--- src/drive_stop_pkg.sv ---
// Purpose: Constants and types for status and stop logic
// Assumes: Indices as on the bus
// Notes:   Constants live here
// Functional notes
// RULE_01: Status bits 0..6 report the drive state machine; the code drives bit 4 from i_VOLTAGE_ON instead.
// RULE_02: Warning bit 7 follows the information condition and clears itself.
// RULE_03: Remote bit 9 stays 0 until initialization finishes, then 1.
// RULE_04: Target reached bit 10 is chosen by the active operation mode.
// RULE_05: Bit 11 flags an internal limit restricting the drive.
// RULE_06: Quick stop action accepts 0,1,2,3,5,6,7 and resets to 2.
// RULE_07: Quick stop action written mid stop applies after standstill.
// RULE_08: Quick stop 0 cuts current; 1..3 stop then go switch on disabled.
// RULE_09: Quick stop 5..7 stop and then stay in quick stop active.
// RULE_10: Quick stop during another deceleration switches to quick stop rate.
// RULE_11: Decelerations from stop input or controller bit keep their rate.
// RULE_12: Shutdown action accepts 0 or 1 and resets to 1.
// RULE_13: Disable-operation action accepts 0 or 1 and resets to 1.
// RULE_14: Action 1 decelerates at profile rate, then de-excites the motor.
// RULE_15: Halt action accepts 1, 2 or 3 and resets to 1.
// RULE_16: Halt 1..3 stops at profile, quick or immediate; stays enabled.
// RULE_17: Out-of-set action writes are refused and the old value kept.
package drive_stop_pkg;

  // ----------------------------------------------------------------
  // Object indices
  // ----------------------------------------------------------------
  localparam logic [15:0] IDX_STATUS      = 16'h6041;
  localparam logic [15:0] IDX_QS_ACTION   = 16'h605A;
  localparam logic [15:0] IDX_SHUT_ACTION = 16'h605B;
  localparam logic [15:0] IDX_DIS_ACTION  = 16'h605C;
  localparam logic [15:0] IDX_HALT_ACTION = 16'h605D;

  // ----------------------------------------------------------------
  // Reset values and legal maps (bit n set: code n legal)
  // ----------------------------------------------------------------
  localparam logic [15:0] RST_QS_ACTION   = 16'h0002;
  localparam logic [15:0] RST_SHUT_ACTION = 16'h0001;
  localparam logic [15:0] RST_DIS_ACTION  = 16'h0001;
  localparam logic [15:0] RST_HALT_ACTION = 16'h0001;
  localparam logic [7:0]  LEGAL_QS        = 8'hEF;
  localparam logic [7:0]  LEGAL_ONOFF     = 8'h03;
  localparam logic [7:0]  LEGAL_HALT      = 8'h0E;

  // ----------------------------------------------------------------
  // Status word bit positions and operation modes
  // ----------------------------------------------------------------
  localparam int BIT_WARNING = 7;
  localparam int BIT_REMOTE  = 9;
  localparam int BIT_TARGET  = 10;
  localparam int BIT_ILIMIT  = 11;
  localparam logic [7:0] MODE_PP  = 8'h01;
  localparam logic [7:0] MODE_PV  = 8'h03;
  localparam logic [7:0] MODE_HM  = 8'h06;
  localparam logic [7:0] MODE_CSP = 8'h08;
  localparam logic [7:0] MODE_CSV = 8'h09;

  // ----------------------------------------------------------------
  // Types
  // ----------------------------------------------------------------
  typedef enum logic [2:0] {
    DS_NOT_READY      = 3'h0,
    DS_SW_ON_DISABLED = 3'h1,
    DS_READY          = 3'h2,
    DS_SWITCHED_ON    = 3'h3,
    DS_OP_ENABLED     = 3'h4,
    DS_QS_ACTIVE      = 3'h5,
    DS_FAULT_REACT    = 3'h6,
    DS_FAULT          = 3'h7
  } drive_state_type;

  typedef enum logic [1:0] {
    DECEL_NONE    = 2'h0,
    DECEL_PROFILE = 2'h1,
    DECEL_QUICK   = 2'h2,
    DECEL_IMMED   = 2'h3
  } decel_type;

  typedef enum logic [2:0] {
    ST_IDLE      = 3'h0,
    ST_QS_STOP   = 3'h1,
    ST_QS_HOLD   = 3'h2,
    ST_OFF_STOP  = 3'h3,
    ST_EXT_STOP  = 3'h4,
    ST_HALT_STOP = 3'h5,
    ST_HALT_HOLD = 3'h6,
    ST_DEEXCITED = 3'h7
  } stop_state_type;

endpackage : drive_stop_pkg

--- src/action_code_reg.sv ---
// Purpose: One stop-action option code with value check
// Assumes: Writes are one-cycle strobes
// Notes:   A bit map picks the legal codes
`timescale 1ns/1ps
module action_code_reg #(
  parameter logic [15:0] RESET_VALUE = 16'h0000,
  parameter logic [7:0]  LEGAL_MAP   = 8'h00
) (
  input  wire logic        i_clk,
  input  wire logic        i_rst,
  input  wire logic        i_wr,
  input  wire logic [15:0] i_wdata,
  output logic             o_legal,
  output logic [15:0]      o_value
);
  import drive_stop_pkg::*;

  // Upper bits must be zero, so negative codes are refused too
  assign o_legal = (i_wdata[15:3] == 13'h0000) && LEGAL_MAP[i_wdata[2:0]];   // RULE_17

  always_ff @(posedge i_clk) begin
    if (i_rst) begin
      o_value <= RESET_VALUE;
    end else if (i_wr && o_legal) begin
      o_value <= i_wdata;   // RULE_17
    end
  end

endmodule : action_code_reg

--- src/drive_status_stop.sv ---
// Purpose: Status word build and stop-action sequencing
// Assumes: State and motion flags come from nearby logic
// Notes:   Accesses answer one cycle after the strobe
`timescale 1ns/1ps
module drive_status_stop (
  input  wire logic                            I_SYS_CLK,
  input  wire logic                            I_RST,
  input  wire logic                            i_OBJ_WR,
  input  wire logic                            i_OBJ_RD,
  input  wire logic [15:0]                     i_OBJ_INDEX,
  input  wire logic [15:0]                     i_OBJ_WDATA,
  input  wire drive_stop_pkg::drive_state_type i_DRIVE_STATE,
  input  wire logic                            i_VOLTAGE_ON,
  input  wire logic                            i_INFO_ACTIVE,
  input  wire logic                            i_INIT_DONE,
  input  wire logic [7:0]                      i_OP_MODE,
  input  wire logic                            i_POS_IN_WINDOW,
  input  wire logic                            i_VEL_REACHED,
  input  wire logic                            i_HOME_DONE,
  input  wire logic                            i_INTERNAL_LIMIT,
  input  wire logic                            i_QUICK_STOP_CMD,
  input  wire logic                            i_SHUTDOWN_CMD,
  input  wire logic                            i_DISABLE_OP_CMD,
  input  wire logic                            i_HALT,
  input  wire logic                            i_EXT_STOP,
  input  wire logic                            i_CONTROLLER_DECEL_STOP_BIT,
  input  wire logic                            i_QS_RELEASE,
  input  wire logic                            i_EXCITE_CMD,
  input  wire logic                            i_MOTOR_STOPPED,
  output logic [15:0]                          o_OBJ_RDATA,
  output logic                                 o_OBJ_ACK,
  output logic                                 o_OBJ_REFUSED,
  output logic [15:0]                          o_STATUS_WORD,
  output drive_stop_pkg::decel_type            o_DECEL_SEL,
  output logic                                 o_CURRENT_OFF,
  output logic                                 o_TO_SW_ON_DISABLED,
  output logic                                 o_HOLD_QS_ACTIVE
);
  import drive_stop_pkg::*;

  // ----------------------------------------------------------------
  // Declarations
  // ----------------------------------------------------------------
  logic [15:0]    qs_action;
  logic [15:0]    shut_action;
  logic [15:0]    dis_action;
  logic [15:0]    halt_action;
  logic           qs_legal;
  logic           shut_legal;
  logic           dis_legal;
  logic           halt_legal;
  logic           wr_qs;
  logic           wr_shut;
  logic           wr_dis;
  logic           wr_halt;
  logic [2:0]     qs_latched_reg;
  logic           init_done_reg;
  logic           target_next;
  logic           ext_qs_seen_reg;
  stop_state_type state_reg;
  stop_state_type state_next;
  decel_type      decel_next;

  // ----------------------------------------------------------------
  // Helpers
  // ----------------------------------------------------------------
  function automatic logic [6:0] state_bits(input drive_state_type st);
    logic [6:0] b;
    b = 7'h00;
    case (st)
      DS_NOT_READY:      b = 7'h00;
      DS_SW_ON_DISABLED: b = 7'h40;
      DS_READY:          b = 7'h21;
      DS_SWITCHED_ON:    b = 7'h23;
      DS_OP_ENABLED:     b = 7'h27;
      DS_QS_ACTIVE:      b = 7'h07;
      DS_FAULT_REACT:    b = 7'h0F;
      DS_FAULT:          b = 7'h08;
      default:           b = 7'h00;
    endcase
    return b;
  endfunction : state_bits

  // Codes 1..3 and 5..7 share a rate in their low two bits
  function automatic decel_type rate_of(input logic [2:0] code);
    decel_type d;
    d = DECEL_NONE;
    case (code[1:0])
      2'h1:    d = DECEL_PROFILE;
      2'h2:    d = DECEL_QUICK;
      2'h3:    d = DECEL_IMMED;
      default: d = DECEL_NONE;
    endcase
    return d;
  endfunction : rate_of

  // ----------------------------------------------------------------
  // Option code storage
  // ----------------------------------------------------------------
  assign wr_qs   = i_OBJ_WR && (i_OBJ_INDEX == IDX_QS_ACTION);
  assign wr_shut = i_OBJ_WR && (i_OBJ_INDEX == IDX_SHUT_ACTION);
  assign wr_dis  = i_OBJ_WR && (i_OBJ_INDEX == IDX_DIS_ACTION);
  assign wr_halt = i_OBJ_WR && (i_OBJ_INDEX == IDX_HALT_ACTION);

  action_code_reg #(
    .RESET_VALUE (RST_QS_ACTION),
    .LEGAL_MAP   (LEGAL_QS)
  ) u_qs_action (   // RULE_06
    .i_clk   (I_SYS_CLK),
    .i_rst   (I_RST),
    .i_wr    (wr_qs),
    .i_wdata (i_OBJ_WDATA),
    .o_legal (qs_legal),
    .o_value (qs_action)
  );

  action_code_reg #(
    .RESET_VALUE (RST_SHUT_ACTION),
    .LEGAL_MAP   (LEGAL_ONOFF)
  ) u_shut_action (   // RULE_12
    .i_clk   (I_SYS_CLK),
    .i_rst   (I_RST),
    .i_wr    (wr_shut),
    .i_wdata (i_OBJ_WDATA),
    .o_legal (shut_legal),
    .o_value (shut_action)
  );

  action_code_reg #(
    .RESET_VALUE (RST_DIS_ACTION),
    .LEGAL_MAP   (LEGAL_ONOFF)
  ) u_dis_action (   // RULE_13
    .i_clk   (I_SYS_CLK),
    .i_rst   (I_RST),
    .i_wr    (wr_dis),
    .i_wdata (i_OBJ_WDATA),
    .o_legal (dis_legal),
    .o_value (dis_action)
  );

  action_code_reg #(
    .RESET_VALUE (RST_HALT_ACTION),
    .LEGAL_MAP   (LEGAL_HALT)
  ) u_halt_action (   // RULE_15
    .i_clk   (I_SYS_CLK),
    .i_rst   (I_RST),
    .i_wr    (wr_halt),
    .i_wdata (i_OBJ_WDATA),
    .o_legal (halt_legal),
    .o_value (halt_action)
  );

  // ----------------------------------------------------------------
  // Object access answer
  // ----------------------------------------------------------------
  always_ff @(posedge I_SYS_CLK) begin
    if (I_RST) begin
      o_OBJ_ACK     <= 1'b0;
      o_OBJ_REFUSED <= 1'b0;
      o_OBJ_RDATA   <= 16'h0000;
    end else begin
      o_OBJ_ACK     <= i_OBJ_WR || i_OBJ_RD;
      o_OBJ_REFUSED <= 1'b0;
      if (i_OBJ_WR) begin
        // Status word is read-only; unknown indices are refused
        o_OBJ_REFUSED <= !((wr_qs && qs_legal) || (wr_shut && shut_legal) ||
                           (wr_dis && dis_legal) || (wr_halt && halt_legal));   // RULE_17
      end else if (i_OBJ_RD) begin
        case (i_OBJ_INDEX)
          IDX_STATUS:      o_OBJ_RDATA <= o_STATUS_WORD;
          IDX_QS_ACTION:   o_OBJ_RDATA <= qs_action;
          IDX_SHUT_ACTION: o_OBJ_RDATA <= shut_action;
          IDX_DIS_ACTION:  o_OBJ_RDATA <= dis_action;
          IDX_HALT_ACTION: o_OBJ_RDATA <= halt_action;
          default: begin
            o_OBJ_RDATA   <= 16'h0000;
            o_OBJ_REFUSED <= 1'b1;
          end
        endcase
      end
    end
  end

  // ----------------------------------------------------------------
  // Status word
  // ----------------------------------------------------------------
  always_comb begin
    case (i_OP_MODE)
      MODE_PP, MODE_CSP: target_next = i_POS_IN_WINDOW;   // RULE_04
      MODE_PV, MODE_CSV: target_next = i_VEL_REACHED;     // RULE_04
      MODE_HM:           target_next = i_HOME_DONE;       // RULE_04
      default:           target_next = 1'b0;
    endcase
  end

  always_ff @(posedge I_SYS_CLK) begin
    if (I_RST) begin
      init_done_reg <= 1'b0;
    end else if (i_INIT_DONE) begin
      init_done_reg <= 1'b1;   // RULE_03
    end
  end

  always_ff @(posedge I_SYS_CLK) begin
    if (I_RST) begin
      o_STATUS_WORD <= 16'h0000;
    end else begin
      o_STATUS_WORD              <= 16'h0000;
      o_STATUS_WORD[6:0]         <= state_bits(i_DRIVE_STATE);   // RULE_01
      o_STATUS_WORD[4]           <= i_VOLTAGE_ON;                // RULE_01
      o_STATUS_WORD[BIT_WARNING] <= i_INFO_ACTIVE;               // RULE_02
      o_STATUS_WORD[BIT_REMOTE]  <= init_done_reg;               // RULE_03
      o_STATUS_WORD[BIT_TARGET]  <= target_next;                 // RULE_04
      o_STATUS_WORD[BIT_ILIMIT]  <= i_INTERNAL_LIMIT;            // RULE_05
    end
  end

  // ----------------------------------------------------------------
  // Stop sequencer
  // ----------------------------------------------------------------
  // Quick stop code is frozen at entry so a mid-stop write waits
  always_ff @(posedge I_SYS_CLK) begin
    if (I_RST) begin
      qs_latched_reg <= RST_QS_ACTION[2:0];
    end else if (state_reg != ST_QS_STOP) begin
      qs_latched_reg <= qs_action[2:0];   // RULE_07
    end
  end

  // Quick stop seen in an external stop runs at standstill
  always_ff @(posedge I_SYS_CLK) begin
    if (I_RST) begin
      ext_qs_seen_reg <= 1'b0;
    end else if (state_reg != ST_EXT_STOP) begin
      ext_qs_seen_reg <= 1'b0;
    end else if (i_QUICK_STOP_CMD) begin
      ext_qs_seen_reg <= 1'b1;
    end
  end

  always_comb begin
    state_next = state_reg;
    decel_next = o_DECEL_SEL;
    case (state_reg)
      ST_IDLE: begin
        decel_next = DECEL_NONE;
        if (i_QUICK_STOP_CMD) begin
          state_next = ST_QS_STOP;
          decel_next = rate_of(qs_action[2:0]);   // RULE_08 RULE_09
        end else if (i_EXT_STOP || i_CONTROLLER_DECEL_STOP_BIT) begin
          state_next = ST_EXT_STOP;
          decel_next = DECEL_PROFILE;
        end else if (i_SHUTDOWN_CMD || i_DISABLE_OP_CMD) begin
          state_next = ST_OFF_STOP;
          decel_next = (i_SHUTDOWN_CMD ? shut_action[0] : dis_action[0]) ?
                       DECEL_PROFILE : DECEL_NONE;   // RULE_14
        end else if (i_HALT) begin
          state_next = ST_HALT_STOP;
          decel_next = rate_of(halt_action[2:0]);   // RULE_16
        end
      end
      ST_OFF_STOP, ST_HALT_STOP: begin
        if (i_QUICK_STOP_CMD) begin
          state_next = ST_QS_STOP;
          decel_next = DECEL_QUICK;   // RULE_10
        end else if (i_MOTOR_STOPPED || decel_next == DECEL_NONE) begin
          state_next = (state_reg == ST_HALT_STOP) ? ST_HALT_HOLD : ST_DEEXCITED;
          decel_next = DECEL_NONE;   // RULE_14 RULE_16
        end
      end
      ST_EXT_STOP: begin
        // Rate kept despite a later quick stop
        if (i_MOTOR_STOPPED) begin   // RULE_11
          state_next = ext_qs_seen_reg ? ST_QS_STOP : ST_IDLE;
          decel_next = DECEL_NONE;
        end
      end
      ST_QS_STOP: begin
        if (i_MOTOR_STOPPED || decel_next == DECEL_NONE) begin
          decel_next = DECEL_NONE;
          state_next = qs_latched_reg[2] ? ST_QS_HOLD : ST_DEEXCITED;   // RULE_08 RULE_09
        end
      end
      ST_QS_HOLD: begin
        if (i_QS_RELEASE) begin
          state_next = ST_IDLE;
        end
      end
      ST_HALT_HOLD: begin
        if (!i_HALT) begin
          state_next = ST_IDLE;
        end
      end
      ST_DEEXCITED: begin
        if (i_EXCITE_CMD) begin
          state_next = ST_IDLE;
        end
      end
      default: begin
        state_next = ST_IDLE;
        decel_next = DECEL_NONE;
      end
    endcase
  end

  always_ff @(posedge I_SYS_CLK) begin
    if (I_RST) begin
      state_reg   <= ST_IDLE;
      o_DECEL_SEL <= DECEL_NONE;
    end else begin
      state_reg   <= state_next;
      o_DECEL_SEL <= decel_next;
    end
  end

  // Current is off when de-excited or in a zero-code stop
  always_ff @(posedge I_SYS_CLK) begin
    if (I_RST) begin
      o_CURRENT_OFF <= 1'b0;
    end else begin
      o_CURRENT_OFF <= (state_next == ST_DEEXCITED) ||
                       ((state_next != ST_IDLE) && (state_next != ST_EXT_STOP) &&
                        (state_next != ST_HALT_STOP) && (state_next != ST_HALT_HOLD) &&
                        (decel_next == DECEL_NONE) && (state_next != ST_QS_HOLD));   // RULE_08 RULE_14
    end
  end

  always_ff @(posedge I_SYS_CLK) begin
    if (I_RST) begin
      o_TO_SW_ON_DISABLED <= 1'b0;
      o_HOLD_QS_ACTIVE    <= 1'b0;
    end else begin
      o_TO_SW_ON_DISABLED <= (state_reg == ST_QS_STOP) && (state_next == ST_DEEXCITED);   // RULE_08
      o_HOLD_QS_ACTIVE    <= (state_next == ST_QS_HOLD);   // RULE_09
    end
  end

endmodule : drive_status_stop

--- config.mk ---
export PLATFORM = sky130hd
export DESIGN_NAME = drive_status_stop
export DESIGN_NICKNAME = d
export VERILOG_FILES = /design/src/drive_stop_pkg.sv /design/src/action_code_reg.sv /design/src/drive_status_stop.sv
export SDC_FILE = /design/constraint.sdc
export NUM_CORES = 1
export LEC_CHECK = 0
export ABC_AREA = 1
export BUFFER_PORTS_ARGS = -buffer_cell sky130_fd_sc_hd__buf_2
export CORE_UTILIZATION = 45
export CTS_CLUSTER_SIZE = 30
export DETAILED_ROUTE_END_ITERATION = 10
export GPL_ROUTABILITY_DRIVEN = 1
export PLACE_DENSITY = 0.77
export SETUP_SLACK_MARGIN = 0.02
export SYNTH_ARGS = -nofsm -noshare
export SYNTH_HDL_FRONTEND = slang
export SYNTH_SLANG_ARGS = --single-unit
--- constraint.sdc ---
create_clock -name I_SYS_CLK -period 1.7 [get_ports I_SYS_CLK]
set_clock_uncertainty 0.15 [all_clocks]
set_input_delay 0.34 -clock I_SYS_CLK [delete_from_list [all_inputs] [get_ports I_SYS_CLK]]
set_output_delay 0.34 -clock I_SYS_CLK [all_outputs]
set_load 0.005 [all_outputs]
**Word-level counts from Yosys, hierarchy flattened**

Memory sizes are Yosys's and may differ from the RTL's. A register that Yosys moved wholly into a read port is not among the register bits.
Cells that the tools add are included.

- Input port bits: 63
- Flip-flop bits (word level): 111
- Bits in read-only memories: 72
- Memories: 4
- Logic and storage cells: 126

- Multiplexer cells: 35
- Eq/ne operators: 31
- Reductions and logical operators: 37
- Bitwise operators: 1
- $lt $le $gt $ge: 1

Memories:

| name | depth | width | read ports | clocked after Yosys merged registers in | write ports | line | text |
|---|---|---|---|---|---|---|---|
| (no name shown) | 8 | 6 | 1 | 1 | 0 | drive_status_stop.sv:70 | `case (st)` |
| (no name shown) | 8 | 1 | 1 | 0 | 0 | action_code_reg.sv:19 | `assign o_legal = (i_wdata[15:3] == 13'h0000) && LEGAL_MAP[i_wdata[2:0]];` |
| (no name shown) | 8 | 1 | 1 | 0 | 0 | action_code_reg.sv:19 |  |
| (no name shown) | 8 | 1 | 1 | 0 | 0 | action_code_reg.sv:19 |  |

Operators by type and width:

| cell | count |
|---|---|
| $eq 16x15->1 const B | 5 |
| $pmux 16 s5 | 1 |
| $mux 3 | 12 |
| $pmux 3 s7 | 1 |
| $logic_and 1x1->1 | 17 |
| $eq 8x4->1 const B | 2 |
| $eq 3x3->1 const B | 5 |
| $mux 2 | 7 |
| $logic_not 13->1 | 1 |
| $ne 3x3->1 const B | 4 |
| $pmux 2 s3 | 2 |
| $mux 1 | 10 |
| $eq 3x2->1 const B | 3 |
| $eq 2x2->1 const B | 4 |
| $eq 8x1->1 const B | 1 |
| $eq 8x2->1 const B | 1 |
| $eq 8x3->1 const B | 1 |
| $logic_or 1x1->1 | 8 |
| $pmux 2 s4 | 1 |
| $reduce_or 2->1 | 4 |
| $reduce_or 5->1 | 1 |
| $eq 2x1->1 const B | 2 |
| $logic_not 2->1 | 2 |
| $lt 3x4->1 const B | 1 |
| other kinds (9) | 9 |

**Logic depth before layout (Yosys ltp)**

- Word-level depth: 12
- Gate-level depth with buffers: 11
- Mapped depth without buffers: 11

**Cells and area by module**

A second synthesis with hierarchy kept.

- Cells, all modules: 736
- Area, all modules: 5237.5 µm²

By module, submodules not included:

| module | times used | cells each | area an instance (µm²) | sequential area each (µm²) |
|---|---|---|---|---|
| drive_status_stop | 1 | 437 | 2695.1 | 800.8 |
| action_code_reg at u_dis_action ... | 2 | 68 | 558.0 | 320.3 |
| action_code_reg at u_qs_action | 1 | 87 | 770.7 | 320.3 |
| action_code_reg at u_halt_action | 1 | 76 | 655.6 | 320.3 |

**Worst setup path before layout**

No wires, ideal clock.

- Kind: input to register
- From: in i_OBJ_WDATA[9]
- To: reg u_dis_action.o_value[0]
- Stages: 8
- Arrival: 1.336 ns
- Data required time: 1.427 ns
- Library setup time: 0.123 ns
- Path slack: 0.090 ns
- Cell sequence: or2_0 -> nor2_1 -> nand3_1 -> nor2_1 -> nand2_2 -> buf_2 -> nand2_1 -> o211ai_2

- Word-level cells in the longest chain between the ends: 3

Ends and longest elaborated chain:

| item | line | text |
|---|---|---|
| start: declaration | drive_status_stop.sv:11 | `input wire logic [15:0] i_OBJ_WDATA,` |
| $logic_not 13->1 | action_code_reg.sv:19 |  |
| $logic_and 1x1->1 | - |  |
| $logic_and 1x1->1 | action_code_reg.sv:24 | `end else if (i_wr && o_legal) begin` |
| end signal: assignment | action_code_reg.sv:25 | `o_value <= i_wdata;` |
| end: declaration | action_code_reg.sv:14 | `output logic [15:0] o_value` |

Every way passes these cells.
A chain may end at the register's enable or synchronous reset.

**Final worst setup path**

- From: reg state_reg[0]
- To: reg o_CURRENT_OFF

- Word-level cells in the longest chain between the ends: 12
- Elaborated cells between the ends (all ways): 36

Ends and longest elaborated chain:

| item | line | text |
|---|---|---|
| start: declaration | drive_status_stop.sv:60 | `stop_state_type state_reg;` |
| start signal: assignment | drive_status_stop.sv:311 | `state_reg <= state_next;` |
| $eq 3x3->1 / $mux 3 (equally long branches) | drive_status_stop.sv:244, drive_status_stop.sv:267, drive_status_stop.sv:257 |  |
| $mux 1 / $mux 3 (equally long branches) | drive_status_stop.sv:267, drive_status_stop.sv:253 |  |
| $mux 3 (on tied branches) | drive_status_stop.sv:266, drive_status_stop.sv:250 |  |
| $mux 3 (on tied branches) | drive_status_stop.sv:263, drive_status_stop.sv:247 |  |
| $pmux 3 s7 | drive_status_stop.sv:244 | `case (state_reg)` |
| $ne 3x3->1 / $reduce_bool 3->1 (equally long branches) | drive_status_stop.sv:322 | `((state_next != ST_IDLE) && (state_next != ST_EXT_STOP) &&` |
| $logic_and 1x1->1 (2 in series) | drive_status_stop.sv:322 |  |
| $logic_and 1x1->1 (2 in series) | drive_status_stop.sv:323 | `(state_next != ST_HALT_STOP) && (state_next != ST_HALT_HOLD) &&` |
| $logic_and 1x1->1 | drive_status_stop.sv:324 | `(decel_next == DECEL_NONE) && (state_next != ST_QS_HOLD));` |
| $logic_or 1x1->1 (*) | drive_status_stop.sv:321 | `o_CURRENT_OFF <= (state_next == ST_DEEXCITED) \|\|` |
| end signal: assignment | drive_status_stop.sv:321 |  |
| end: declaration | drive_status_stop.sv:35 | `output logic o_CURRENT_OFF,` |

Mark *: on every way between the ends. The rest lies on a longest branch, timed or not.

==> results.yml <==
die:
  rows: 36
  coreArea_um2: 9820
  start_util_pct: 46.6
  die_area_um2: 10600
  die_y_um: 103
  dieWidth_um: 103
  pin_count: 102
routing:
  vias: 4435
  antenna_left: 0
  routed_via_density: 5.11
  wirelength_um: 11500
  drtIter0Drc: 238
  avgRoutedWirePerCell_um: 13.3
  drcViolationCount: 0
  dr.pass1.iters: 7
synth:
  synthTopCellsByCount: "104 x dfxtp_1, 104 x nand2_1, 74 x inv_1"
  synth_top_area_share_pct: 45.5
  synth_seq_cells: 104
  synth_cell_types: 39
  synth_cells: 610
  synth_edf_count: 0
  synth.area.top_cells: "dfxtp_1 46%, nand2_1 8.5%, o21ai_0 6.2%, inv_1 6.1%, nor2_1 5.3%"
  seq_area_frac_synth_pct: 45.5
  synth-main-ff-cell: "dfxtp_1"
  yosysTopAreaCell: "dfxtp_1"
  yosysWarnings: 0
  netlist_area_um2: 4570
  avgSynthCellArea_um2: 7.50
  async_flop_share_pct: 0
placed_design:
  dp_hpwl_um: 8590
  dpl-instance-area_um2: 5380
  io_buffers: 96
  gp_congestion: 0.878
clock_tree:
  post-cts-setup-buffers: 0
  cts_htree_levels: 3
  clock_latency_ns: 0.37
  numCtsBuffers: 9
  clkSinkCount: 104
  root_buffer: "clkbuf_8"
  cts_tree: "done"
  clk_pin_slew_worst_paths_ns: 0.11
  cts_max_path_buffers: 2
critical_path:
  critical_path_peak_fanout: 6
  crit_required_ns: 1.82
  cp_data_arrival_time_ns: 1.70
  worstSetupEndpointType: "flop"
  start_kind: "flop"
  crit_type: "flop to flop"
timing:
  slew_violations: 0
  period_needed_ns: 1.58
  setup_viol: 0
  hold_viol_final: 0
  post-route-period-util_pct: 93.0
  setup_tns_ns: 0
  rsz0062_at_grt: "true"
  fmax_mhz: 633
layout:
  diodes: 0
  fill_cells: 929
  design_area_um2: 5640
  fin_nets: 793
  drive_gt1_share_pct: 25.6
  syn_to_final_growth_pct: 23.4
global_routing:
  grt_pass1_vias: 4267
  grt_max_degree: 54
  antenna_found_initial: 0
  grt_pass1_wl_um: 19100
  grt.total_usage_pct: 23.1
  overflow: 0
pwr:
  p_leak_uw: 0.00265
  peakVddDrop_mv: 0.579
  p_per_area_nw_per_um2: 950
run:
  max_cap_violations: 0
outcome:
  outcome: "finished, final reports clean"
worst_hold_path:
  hold_class: "input pin to flop"
## final cells by class
cell class / instances / area (µm²) / share of cell area, %
Sequential cell: 104 / 2080 / 36.9
Multi-Input combinational cell: 403 / 2060 / 36.6
Timing Repair Buffer: 133 / 826 / 14.6
Inverter: 79 / 299 / 5.30
Tap cell: 133 / 166 / 2.95
Clock buffer: 9 / 124 / 2.19
Clock inverter: 7 / 80.1 / 1.42
## what timing repair did
item,4_1_cts,5_1_grt
hold buffers,2,0
hold endpoints to repair,2,0
gates resized for setup,0,14
setup endpoints to repair,0,4
## kinds of logic after synthesis
| kind of cell | share of synthesized area (%) |
|---|---|
| buffers and inverters | 10.6 |
| other | 0.0820 |
| AND/OR/NAND/NOR | 33.4 |
| flip-flops | 45.5 |
| AO/OA/AOI/OAI | 10.4 |
## metal layers
metal / track usage, % / wire [µm] / vias to the layer above
met5: 0 / 0 / -
met4: 8.78 / 204 / 0
met3: 4.27 / 773 / 22
met2: 40.2 / 5550 / 165
met1: 28.5 / 4990 / 2037
li1: - / - / 2211
## through the flow
| step | std cells | total power (µW) | worst slack (ns) | hold slack, ns | utilization [%] |
|---|---|---|---|---|---|
| global route | 868 | 5630 | 0.0143 | 0.00241 | 57.5 |
| finish | 868 | 5360 | 0.120 | 0.0114 | 57.5 |
| CTS | 868 | 5310 | 0.0546 | 0.00334 | 57.0 |
| floorplan | 614 | 3300 | 0.0903 | 0.253 | - |
| global placement | 850 | 3770 | -0.232 | 0.262 | 54.8 |
| detailed placement | 850 | 3770 | -0.266 | 0.278 | 54.8 |
## cell usage in the layout (no fill, tap or decap), types with 2 or more instances in the layout
master,count
dfxtp_2,2
o21ai_1,7
conb_1,5
dfxtp_1,102
nor4_1,2
inv_1,73
inv_6,2
buf_12,5
dlygate4sd3_1,2
buf_2,96
nand4_1,7
nor2_4,4
nand3_2,12
clkbuf_8,9
o21ai_0,56
nor3b_1,21
o211ai_1,2
nor3_1,18
nand3_1,46
clkinv_8,2
and3_1,15
nand2_2,2
nor2_1,62
a21oi_1,17
nand2_1,103
nand2_4,2
clkinv_1,2
buf_4,30
nor2_2,9
inv_8,2
inv_2,3
## final timing paths
kind | to | slack (ns) | depth (start not counted) | startpoint
hold reg to reg | o_STATUS_WORD[9] | 0.29 | 2 | init_done_reg
setup / recovery | o_CURRENT_OFF | 0.12 | 8 | state_reg[0]
hold / removal | o_STATUS_WORD[7] | 0.01 | 3 | i_INFO_ACTIVE
setup reg to reg | o_CURRENT_OFF | 0.12 | 8 | state_reg[0]
## critical path, stage by stage (launching register included)
cell	delay [ns]
dfxtp_2	0.37
inv_1	0.16
nand3_1	0.19
a21oi_1	0.14
o21ai_0	0.13
nand4_1	0.13
nor2_2	0.05
nor2_1	0.11
nor2_2	0.05
## where the power goes
part           internal (µW)  leakage [µW]  switching, µW
Sequential              2550      0.000845           87.0
Combinational            482       0.00170            692
Clock                    588     0.0000998            961
Total                   3620       0.00265           1740
(Power assumes the default switching activity.)
